===== src/rtl/fpu_exc_defines.vh =====
`ifndef FPU_EXC_DEFINES_VH
`define FPU_EXC_DEFINES_VH

// Operation codes from the sequencer
`define OP_ADD        5'h00
`define OP_SUB        5'h01
`define OP_MUL        5'h02
`define OP_DIV        5'h03
`define OP_CMP        5'h04
`define OP_UCMP       5'h05
`define OP_CMPI       5'h06
`define OP_TEST       5'h07
`define OP_PREM       5'h08
`define OP_TRIG       5'h09
`define OP_SQRT       5'h0a
`define OP_LOG2       5'h0b
`define OP_LOG2P1     5'h0c
`define OP_BCD_ST     5'h0d
`define OP_INT_ST     5'h0e
`define OP_XCH        5'h0f
`define OP_XTRACT     5'h10
`define OP_LOAD       5'h11

// Status and control word bit positions
`define FLAG_INV_BIT  0
`define FLAG_DEN_BIT  1
`define FLAG_DZ_BIT   2
`define FLAG_SF_BIT   6
`define MASK_INV_BIT  0
`define MASK_DEN_BIT  1
`define MASK_DZ_BIT   2

// Reset values
`define STATUS_RST    7'h00
`define VALUE_RST     80'h0000_0000_0000_0000_0000

// Memory load formats
`define FMT_SINGLE    2'h0
`define FMT_DOUBLE    2'h1
`define FMT_EXTENDED  2'h2

// Integer store widths
`define INT_W16       2'h0
`define INT_W32       2'h1
`define INT_W64       2'h2

// Default values
`define QNAN_INDEF    80'hffff_c000_0000_0000_0000
`define BCD_INDEF     80'hffff_c000_0000_0000_0000
`define INT16_INDEF   80'h0000_0000_0000_0000_8000
`define INT32_INDEF   80'h0000_0000_0000_8000_0000
`define INT64_INDEF   80'h0000_8000_0000_0000_0000
`define INF_POS       80'h7fff_8000_0000_0000_0000
`define ONE_MANT      64'h8000_0000_0000_0000
`define EXP_MAX       15'h7fff
`define EXP_ONE       15'h3fff
`define QUIET_BIT     62

`endif


===== src/rtl/fpu_operand_exception_detect.v =====
// Operation
// - Invalid arithmetic operand sets invalid flag, status bit 0.
// - Masked invalid writes indefinite or quiet NaN, or sets codes.
// - Unmasked invalid requests handler; stack pointer, sources held.
// - Unsupported encoding is invalid; masked result is NaN indefinite.
// - Signaling NaN operand is invalid; masked result is quieted NaN.
// - Ordered compare with NaN, masked, sets codes to 111 unordered.
// - Infinity sums, inf*0, inf/inf, 0/0 invalid; indefinite returned.
// - Remainder by zero or of infinity invalid; indefinite, code2 cleared.
// - Trig on infinity invalid; indefinite returned, code2 cleared.
// - Negative sqrt, log2 operand, log-plus-one below -1 invalid.
// - Packed-decimal store overflow or special source stores indefinite.
// - Integer store overflow or special source stores integer indefinite.
// - Exchange with empty register fills indefinite, then exchanges.
// - Quiet NaN alone normally raises no invalid exception.
// - Ordered compares and integer conversions flag quiet NaN invalid.
// - Denormal arithmetic operand or narrow denormal load raises denormal.
// - Denormal flag is status bit 1, its mask control bit 1.
// - Masked denormal sets flag, continues, normalizes narrow denormal.
// - Unmasked denormal sets flag, requests handler, holds state.
// - Finite nonzero divided by zero flags divide-by-zero, bit 2.
// - Unmasked divide-by-zero sets flag, requests handler, holds state.
// - Masked divide-by-zero returns signed infinity per operation.
// - Exponent extract of zero gives -inf second, signed zero top.
// - Invalid mask is control bit 0; set selects masked response.
// - Invalid arithmetic operand leaves the stack-fault flag alone.
`timescale 1ns/1ps
`include "fpu_exc_defines.vh"

module fpu_operand_exception_detect (
  input  wire        clock,
  input  wire        rst,
  input  wire        op_valid,
  input  wire [4:0]  op_code,
  input  wire [79:0] operand_a,
  input  wire [79:0] operand_b,
  input  wire        a_empty,
  input  wire        b_empty,
  input  wire [63:0] mem_raw,
  input  wire [1:0]  load_fmt,
  input  wire [1:0]  int_width,
  input  wire        conv_range_ovf,
  input  wire [15:0] control_word,
  input  wire        flags_clear,
  input  wire        stack_fault_set,
  output reg         done_r,
  output reg         proceed_r,
  output reg         handler_req_r,
  output reg         hold_state_r,
  output reg         normalize_req_r,
  output reg         dest_wr_r,
  output reg  [79:0] dest_value_r,
  output reg         second_wr_r,
  output reg  [79:0] second_value_r,
  output reg         cc_wr_r,
  output reg         proc_flags_wr_r,
  output reg         cond_code_0_r,
  output reg         cond_code_2_r,
  output reg         cond_code_3_r,
  output reg  [6:0]  status_word_r
);

  ////////////////////////////////////////////////////////////////////////////
  // Operand classification

  wire [159:0] opnd_bus;
  wire [1:0]   sgn;
  wire [1:0]   zro;
  wire [1:0]   den;
  wire [1:0]   inf;
  wire [1:0]   snan;
  wire [1:0]   qnan;
  wire [1:0]   unsup;

  assign opnd_bus = {operand_b, operand_a};

  genvar gi;
  generate
    for (gi = 0; gi < 2; gi = gi + 1)
    begin : g_cls
      fpu_operand_classify u_cls (
        .value     (opnd_bus[gi*80 +: 80]),
        .sign      (sgn[gi]),
        .is_zero   (zro[gi]),
        .is_denorm (den[gi]),
        .is_inf    (inf[gi]),
        .is_snan   (snan[gi]),
        .is_qnan   (qnan[gi]),
        .is_unsup  (unsup[gi])
      );
    end
  endgenerate

  ////////////////////////////////////////////////////////////////////////////
  // Operation decode

  wire invalid_op_mask;
  wire denormal_mask;
  wire divzero_mask;
  wire uses_b;
  wire is_arith;
  wire is_conv;
  wire ord_cmp;
  wire any_cmp;
  wire narrow_den;

  assign invalid_op_mask = control_word[`MASK_INV_BIT];
  assign denormal_mask   = control_word[`MASK_DEN_BIT];
  assign divzero_mask    = control_word[`MASK_DZ_BIT];

  assign uses_b = (op_code == `OP_ADD) || (op_code == `OP_SUB)
               || (op_code == `OP_MUL) || (op_code == `OP_DIV)
               || (op_code == `OP_CMP) || (op_code == `OP_UCMP)
               || (op_code == `OP_CMPI) || (op_code == `OP_PREM)
               || (op_code == `OP_LOG2) || (op_code == `OP_LOG2P1);
  // Exchange and load are screened by their own logic
  assign is_arith = (op_code != `OP_XCH) && (op_code != `OP_LOAD);
  assign is_conv  = (op_code == `OP_BCD_ST) || (op_code == `OP_INT_ST);
  assign ord_cmp  = (op_code == `OP_CMP) || (op_code == `OP_CMPI)
                 || (op_code == `OP_TEST);
  assign any_cmp  = ord_cmp || (op_code == `OP_UCMP);

  // Narrow denormals seen before widening
  assign narrow_den =
    ((load_fmt == `FMT_SINGLE) && (mem_raw[30:23] == 8'h00)
      && (mem_raw[22:0] != 23'h00_0000))
    || ((load_fmt == `FMT_DOUBLE) && (mem_raw[62:52] == 11'h000)
      && (mem_raw[51:0] != 52'h0_0000_0000_0000));

  wire a_snan;
  wire a_qnan;
  wire a_unsup;
  wire a_nan;
  wire b_snan;
  wire b_unsup;
  wire b_nan;
  wire a_fin_nz;
  wire lp1_low;

  assign a_snan   = snan[0];
  assign a_qnan   = qnan[0];
  assign a_unsup  = unsup[0];
  assign a_nan    = snan[0] || qnan[0];
  assign b_snan   = uses_b && snan[1];
  assign b_unsup  = uses_b && unsup[1];
  assign b_nan    = uses_b && (snan[1] || qnan[1]);
  assign a_fin_nz = !zro[0] && !inf[0] && !a_nan && !a_unsup;
  // Magnitude above one with negative sign
  assign lp1_low  = sgn[0] && !a_nan && (inf[0]
    || (operand_a[78:64] > `EXP_ONE)
    || ((operand_a[78:64] == `EXP_ONE)
        && (operand_a[63:0] > `ONE_MANT)));

  ////////////////////////////////////////////////////////////////////////////
  // Exception detection and default responses

  reg        inv_c;
  reg        den_c;
  reg        dz_c;
  reg        wr_c;
  reg [79:0] val_c;
  reg        sec_wr_c;
  reg [79:0] sec_c;
  reg        cc_c;
  reg        c2_only_c;
  reg [79:0] conv_indef;
  reg [79:0] snan_q;

  always @*
  begin
    inv_c      = 1'b0;
    den_c      = 1'b0;
    dz_c       = 1'b0;
    wr_c       = 1'b0;
    val_c      = `QNAN_INDEF;
    sec_wr_c   = 1'b0;
    sec_c      = `QNAN_INDEF;
    cc_c       = 1'b0;
    c2_only_c  = 1'b0;
    snan_q     = a_snan ? operand_a : operand_b;
    snan_q[`QUIET_BIT] = 1'b1;
    case (int_width)
      `INT_W16: conv_indef = `INT16_INDEF;
      `INT_W32: conv_indef = `INT32_INDEF;
      default:  conv_indef = `INT64_INDEF;
    endcase
    if (op_code == `OP_BCD_ST)
      conv_indef = `BCD_INDEF;

    if (is_arith && (a_unsup || b_unsup))
    begin
      inv_c = 1'b1;
      wr_c  = !any_cmp;
    end
    else if (is_arith && (a_snan || b_snan))
    begin
      inv_c = 1'b1;
      wr_c  = !any_cmp;
      val_c = snan_q;
    end
    // Quiet NaNs pass except for ordered compares and conversions
    else if ((ord_cmp || is_conv) && (a_nan || b_nan))
      inv_c = 1'b1;
    else if (is_arith && (a_nan || b_nan))
      inv_c = 1'b0;
    else
    begin
      case (op_code)
        `OP_ADD:    inv_c = inf[0] && inf[1] && (sgn[0] != sgn[1]);
        `OP_SUB:    inv_c = inf[0] && inf[1] && (sgn[0] == sgn[1]);
        `OP_MUL:    inv_c = (inf[0] && zro[1]) || (zro[0] && inf[1]);
        `OP_DIV:
        begin
          inv_c = (inf[0] && inf[1]) || (zro[0] && zro[1]);
          dz_c  = a_fin_nz && zro[1];
          val_c = `INF_POS;
          val_c[79] = sgn[0] ^ sgn[1];
        end
        `OP_PREM:
        begin
          inv_c     = zro[1] || inf[0];
          c2_only_c = inv_c;
        end
        `OP_TRIG:
        begin
          inv_c     = inf[0];
          c2_only_c = inv_c;
        end
        `OP_SQRT:   inv_c = sgn[0] && !zro[0];
        `OP_LOG2:
        begin
          inv_c = sgn[0] && !zro[0];
          dz_c  = zro[0] && !zro[1] && !inf[1];
          val_c = `INF_POS;
          val_c[79] = !sgn[1];
        end
        `OP_LOG2P1: inv_c = lp1_low;
        `OP_BCD_ST: inv_c = conv_range_ovf || inf[0];
        `OP_INT_ST: inv_c = conv_range_ovf || inf[0];
        `OP_XCH:
        begin
          inv_c    = a_empty || b_empty;
          val_c    = b_empty ? `QNAN_INDEF : operand_b;
          sec_c    = a_empty ? `QNAN_INDEF : operand_a;
          sec_wr_c = inv_c;
        end
        `OP_XTRACT:
        begin
          dz_c  = zro[0];
          val_c = `VALUE_RST;
          val_c[79] = sgn[0];
          sec_c = `INF_POS;
          sec_c[79] = 1'b1;
          sec_wr_c = dz_c;
        end
        default:    inv_c = 1'b0;
      endcase
      if (inv_c && (op_code != `OP_XCH))
        val_c = `QNAN_INDEF;
      wr_c = inv_c && !ord_cmp;
    end

    if (is_conv && inv_c)
    begin
      val_c = conv_indef;
      wr_c  = 1'b1;
    end
    if (ord_cmp && inv_c)
      cc_c = 1'b1;

    // Invalid takes precedence over denormal, unmasked denormal over divide
    den_c = !inv_c && ((op_code == `OP_LOAD) ? narrow_den
            : (is_arith && (den[0] || (uses_b && den[1]))));
    if (inv_c || (den_c && !denormal_mask))
      dz_c = 1'b0;
    if (dz_c && !(op_code == `OP_XTRACT))
      sec_wr_c = 1'b0;
    if (dz_c)
      wr_c = 1'b1;
  end

  ////////////////////////////////////////////////////////////////////////////
  // Response registers

  wire fire;
  wire stop;
  wire masked;

  assign fire   = op_valid;
  assign stop   = (inv_c && !invalid_op_mask) || (den_c && !denormal_mask)
               || (dz_c && !divzero_mask);
  assign masked = fire && !stop;

  always @(posedge clock)
  begin
    if (rst)
    begin
      done_r          <= 1'b0;
      proceed_r       <= 1'b0;
      handler_req_r   <= 1'b0;
      hold_state_r    <= 1'b0;
      normalize_req_r <= 1'b0;
      dest_wr_r       <= 1'b0;
      dest_value_r    <= `VALUE_RST;
      second_wr_r     <= 1'b0;
      second_value_r  <= `VALUE_RST;
      cc_wr_r         <= 1'b0;
      proc_flags_wr_r <= 1'b0;
      cond_code_0_r   <= 1'b0;
      cond_code_2_r   <= 1'b0;
      cond_code_3_r   <= 1'b0;
    end
    else
    begin
      done_r        <= fire;
      // Unmasked: no write at all, so the handler sees the sources intact
      handler_req_r <= fire && stop;
      hold_state_r  <= fire && stop;
      // Masked denormal lets the datapath carry on with the normal result
      proceed_r     <= masked && !inv_c && !dz_c;
      normalize_req_r <= masked && den_c && (op_code == `OP_LOAD);
      dest_wr_r     <= masked && wr_c;
      second_wr_r   <= masked && sec_wr_c;
      if (fire)
      begin
        dest_value_r   <= val_c;
        second_value_r <= sec_c;
      end
      cc_wr_r <= masked && (cc_c || c2_only_c) && (op_code != `OP_CMPI);
      proc_flags_wr_r <= masked && cc_c && (op_code == `OP_CMPI);
      if (masked && cc_c)
      begin
        cond_code_0_r <= 1'b1;
        cond_code_2_r <= 1'b1;
        cond_code_3_r <= 1'b1;
      end
      else if (masked && c2_only_c)
        cond_code_2_r <= 1'b0;
    end
  end

  ////////////////////////////////////////////////////////////////////////////
  // Sticky flags, set wins over clear

  wire [6:0] set_vec;

  assign set_vec = {stack_fault_set, 3'b000,
                    fire && dz_c, fire && den_c, fire && inv_c};

  always @(posedge clock)
  begin
    if (rst)
      status_word_r <= `STATUS_RST;
    else
    begin
      // Invalid never touches bit 6; only a stack fault sets it
      status_word_r <= (flags_clear ? 7'h00 : status_word_r)
                       | set_vec;
    end
  end

endmodule // fpu_operand_exception_detect


===== src/rtl/fpu_operand_classify.v =====
`timescale 1ns/1ps
`include "fpu_exc_defines.vh"

module fpu_operand_classify (
  input  wire [79:0] value,
  output wire        sign,
  output wire        is_zero,
  output wire        is_denorm,
  output wire        is_inf,
  output wire        is_snan,
  output wire        is_qnan,
  output wire        is_unsup
);

  wire [14:0] expo;
  wire [63:0] mant;
  wire        jbit;
  wire        top_e;

  assign expo  = value[78:64];
  assign mant  = value[63:0];
  assign jbit  = mant[63];
  assign top_e = (expo == `EXP_MAX);
  assign sign  = value[79];

  assign is_zero   = (expo == 15'h0000) && (mant == 64'h0000_0000_0000_0000);
  // Pseudo-denormals fall here too
  assign is_denorm = (expo == 15'h0000) && (mant != 64'h0000_0000_0000_0000);
  assign is_inf    = top_e && (mant == `ONE_MANT);
  assign is_qnan   = top_e && jbit && mant[`QUIET_BIT];
  assign is_snan   = top_e && jbit && !mant[`QUIET_BIT]
                     && (mant[61:0] != 62'h0);
  // Unnormals, pseudo-NaN and pseudo-infinity have a clear integer bit
  assign is_unsup  = (expo != 15'h0000) && !jbit;

endmodule // fpu_operand_classify


===== config.mk =====
export PLATFORM = sky130hd
export DESIGN_NAME = fpu_operand_exception_detect
export DESIGN_NICKNAME = d
export VERILOG_FILES = /design/src/rtl/fpu_operand_exception_detect.v /design/src/rtl/fpu_operand_classify.v
export VERILOG_INCLUDE_DIRS = /design/src /design/src/rtl
export SDC_FILE = /design/constraint.sdc
export NUM_CORES = 1
export LEC_CHECK = 0
export BUFFER_PORTS_ARGS = -buffer_cell sky130_fd_sc_hd__buf_4
export CORE_AREA = 2 2 171 173
export CTS_CLUSTER_DIAMETER = 40
export CTS_CLUSTER_SIZE = 24
export DETAILED_ROUTE_END_ITERATION = 8
export DIE_AREA = 0 0 173 175
export PLACE_DENSITY = 0.54
export SLEW_MARGIN = 20
export SYNTH_ARGS = -nofsm -noshare
export SYNTH_HDL_FRONTEND = slang
export SYNTH_SLANG_ARGS = --single-unit

===== constraint.sdc =====
create_clock -name clock -period 3.4 [get_ports clock]
set_input_delay 0.34 -clock clock [delete_from_list [all_inputs] [get_ports clock]]
set_output_delay 0.34 -clock clock [all_outputs]
set_load 0.01 [all_outputs]

==> out/metrics.yaml <==
pwr:
  switching_share: 0.286
  seq_power_share: 0.438
  switchingPower_mw: 1.37
  clockPowerShare: 0.413
  p_int_mw: 3.42
  pwr-share-comb: 0.148
  peakVddDrop_uv: 266
  power_leakage_nw: 5.51
  powerDensity_nw_per_um2: 379
synth:
  postSynthAreaPerCell_um2: 8.49
  ys_seq_area_frac: 0.443
  postSynthCellCount: 926
  synthesis.area_um2: 7870
  async_flop_share: 0
  ys_seq_elements: 174
  yosys_warnings: 0
  ys.flop_type: "dfxtp_1"
  synth-edff-count: 0
  yosysUniqueCellTypes: 67
sta:
  tightest_slew_ps: 865
  grt_setup_unrepaired: "no"
  fin_skew_ps: 0
  whs_ps: 127
  slew_headroom: 0.422
  max_freq_mhz: 316
  period_share: 0.930
  fin_crit_ps: 3160
  setup_viol: 0
  finalHoldViolCount: 0
  maxSlewViolCount: 0
critical_path:
  r2r_cells: 2
  startpoint: "operand_a[44]"
  critical_path_class: "primary input to register"
  cp_cell_sequence: "buf_4 > nor4_2 > nand4_1 > buf_4 > or4_4 > buf_4 > nor4_1 > o41ai_1 > and3_1 > o221ai_1 > a2bb2oi_2 > and4b_1"
  endpoint_kind: "register"
  r2r_start: "dest_value_r[79]$_SDFFE_PP0P_"
  startpoint_type: "primary input"
  cp_slowest_cell: "or4_4"
  max_stage_delay_ps: 580
  r2r_slack_ps: 2540
  cp_data_required_time_ps: 3720
  crit_path_frequent_cell: "buf_4"
  critPathCapture: "normalize_req_r$_SDFF_PP0_"
  worstPathArrival_ps: 3490
  worst-path-max-fanout: 6
  r2r_end: "dest_value_r[79]$_SDFFE_PP0P_"
job:
  cap_violations: 0
routing:
  ant_nets: 0
  drc: 0
  avgRoutedWirePerCell_um: 20.5
  drt-vias-per-instance: 5.14
  firstDrtPassIters: 5
  wirelength_mm: 36.7
  vias: 9195
  drt_iter0_markers: 617
layout:
  antenna_cells: 0
  nFillCells: 2910
  final_area_um2: 12600
  layout-drive-gt1-share: 0.415
  layout_common_cells: "buf_4, dfxtp_1, nor2_1"
  multi_input_area_um2: 4110
  register_area_um2: 3480
  mostFrequentLayoutCell: "buf_4"
  area_growth_syn_to_layout_pct: 60.7
  layout.nets: 1648
min_path:
  hp-class: "primary input to register"
floorplan:
  initial_core_util: 0.277
  io-pin-count: 436
  die_area_um2: 30300
  core_area_um2: 28400
  die_w_um: 173
  std_cell_rows: 62
  fp.dieH_um: 175
global_route:
  grt_usage: 0.234
  gr-total-overflow: 0
  grt_pass1_wl_mm: 54.9
  antenna_found_initial: 0
  grt_pass1_vias: 9046
  grt_max_degree: 64
clocking:
  numCtsBuffers: 17
  clock_sinks: 174
  cts.htree.levels: 4
  clock_latency_ps: 440
  cts_buffer_depth: 2
  ctsHoldBuffers: 0
  cts_setup_buffers: 0
  cts_root_buf: "clkbuf_16"
  cts_tree: "built"
  clk_pin_slew_ps: 70
place:
  place.gp.congestion: 0.901
  dp_hpwl_mm: 28.5
  placed_area_um2: 12000
  io_buffers: 418
status:
  status: "finished, final reports clean"
## worst min-delay path by stage
| stage | slack (ps) | startpoint | cells after the start | end |
|---|---|---|---|---|
| after floorplan | 460 | stack_fault_set | 2 | status_word_r[6]$_SDFF_PP0_ |
| after global placement | 440 | dest_value_r[53]$_SDFFE_PP0P_ | 2 | dest_value_r[53]$_SDFFE_PP0P_ |
| after detailed placement | 440 | dest_value_r[32]$_SDFFE_PP0P_ | 2 | dest_value_r[32]$_SDFFE_PP0P_ |
| after CTS | 100 | stack_fault_set | 3 | status_word_r[6]$_SDFF_PP0_ |
| after global routing | 120 | operand_a[36] | 2 | second_value_r[36]$_SDFFE_PP0P_ |
| final | 130 | stack_fault_set | 3 | status_word_r[6]$_SDFF_PP0_ |
## worst max-delay path: cells and delay by family
kind | cells | cell delay (ps)
simple gates | 6 | 1940
buf+inv | 3 | 500
compound gates | 3 | 700
## cell type report
| class | instances | area share |
|---|---|---|
| multi-input cells | 673 | 0.325 |
| repair buffers | 514 | 0.313 |
| clock inverters | 14 | 0.0113 |
| well taps | 384 | 0.0380 |
| flip-flops and latches | 174 | 0.275 |
| clock buffers | 18 | 0.0339 |
| inverters | 11 | 0.00327 |
## registers in the layout (all words and copies together), names as in the netlist
| name | count |
|---|---|
| cc_wr_r | 1 |
| cond_code_2_r | 1 |
| cond_code_3_r | 1 |
| dest_value_r | 80 |
| dest_wr_r | 1 |
| done_r | 1 |
| hold_state_r | 1 |
| normalize_req_r | 1 |
| proc_flags_wr_r | 1 |
| proceed_r | 1 |
| second_value_r | 80 |
| second_wr_r | 1 |
| status_word_r | 4 |
## cells by family after synthesis
group / after synthesis / synth area share
other: 1 / 0.000477
AO/OA/AOI/OAI: 296 / 0.276
flip-flops: 174 / 0.443
XOR/XNOR: 4 / 0.00445
AND/OR/NAND/NOR: 369 / 0.231
buffers and inverters: 81 / 0.0433
multiplexers: 1 / 0.00143
## per-stage QoR
| stage | total power [mW] | TNS, ps | instances | setup WS, ps | utilization |
|---|---|---|---|---|---|
| floorplan | 2.37 | 0 | 928 | 391 | - |
| global placement | 2.85 | -27170 | 1756 | -476 | 0.424 |
| detailed placement | 2.85 | -22560 | 1756 | -422 | 0.424 |
| CTS | 4.84 | 0 | 1788 | 14.5 | 0.444 |
| global route | 4.97 | 0 | 1788 | 26.1 | 0.445 |
| finish | 4.79 | 0 | 1788 | 237 | 0.445 |
## synth_stat cells, drive strengths merged, types with 2 or more instances
cell | number | area share
a2111oi | 2 | 0.0030
a211oi | 18 | 0.017
a21o | 4 | 0.0038
a21oi | 53 | 0.034
a22o | 63 | 0.070
a22oi | 17 | 0.016
a311oi | 2 | 0.0022
a32o | 2 | 0.0025
and2 | 5 | 0.0040
and3 | 4 | 0.0032
and4b | 2 | 0.0025
buf | 15 | 0.012
clkbuf | 55 | 0.026
dfxtp | 174 | 0.44
inv | 11 | 0.0052
nand2 | 83 | 0.040
nand2b | 4 | 0.0032
nand3 | 18 | 0.012
nand3b | 2 | 0.0019
nand4 | 24 | 0.021
nor2 | 124 | 0.059
nor2b | 5 | 0.0040
nor3 | 16 | 0.010
nor3b | 3 | 0.0029
nor4 | 54 | 0.044
o211ai | 3 | 0.0029
o21ai | 49 | 0.033
o221a | 17 | 0.024
o221ai | 4 | 0.0045
o22ai | 2 | 0.0016
o31ai | 47 | 0.045
o32a | 2 | 0.0025
or2 | 2 | 0.0016
or3 | 8 | 0.0064
or4 | 9 | 0.0091
xnor2 | 2 | 0.0022
xor2 | 2 | 0.0022
## repair_timing
item                                    4_1_cts  5_1_grt
hold endpoints to repair                      0        0
resized for setup                             0        7
endpoints found under the setup margin        0       40
## power by group through the flow
stage                     Clock [mW]  Combinational (mW)  Sequential (mW)
after floorplan                    0               0.207             2.16
after global placement             0               0.704             2.15
after detailed placement           0               0.706             2.15
after CTS                       2.03               0.709             2.10
after global routing            2.10               0.766             2.10
final                           1.98               0.711             2.10
## per-layer routing
metal	wire length [um]	share of wire	up-vias	GRT usage
met5	0	0	-	0
met3	2410	0.066	72	0.0531
li1	-	-	4428	-
met4	1330	0.036	0	0.105
met2	16800	0.46	392	0.369
met1	16200	0.44	4303	0.306
(Power assumes the default switching activity.)
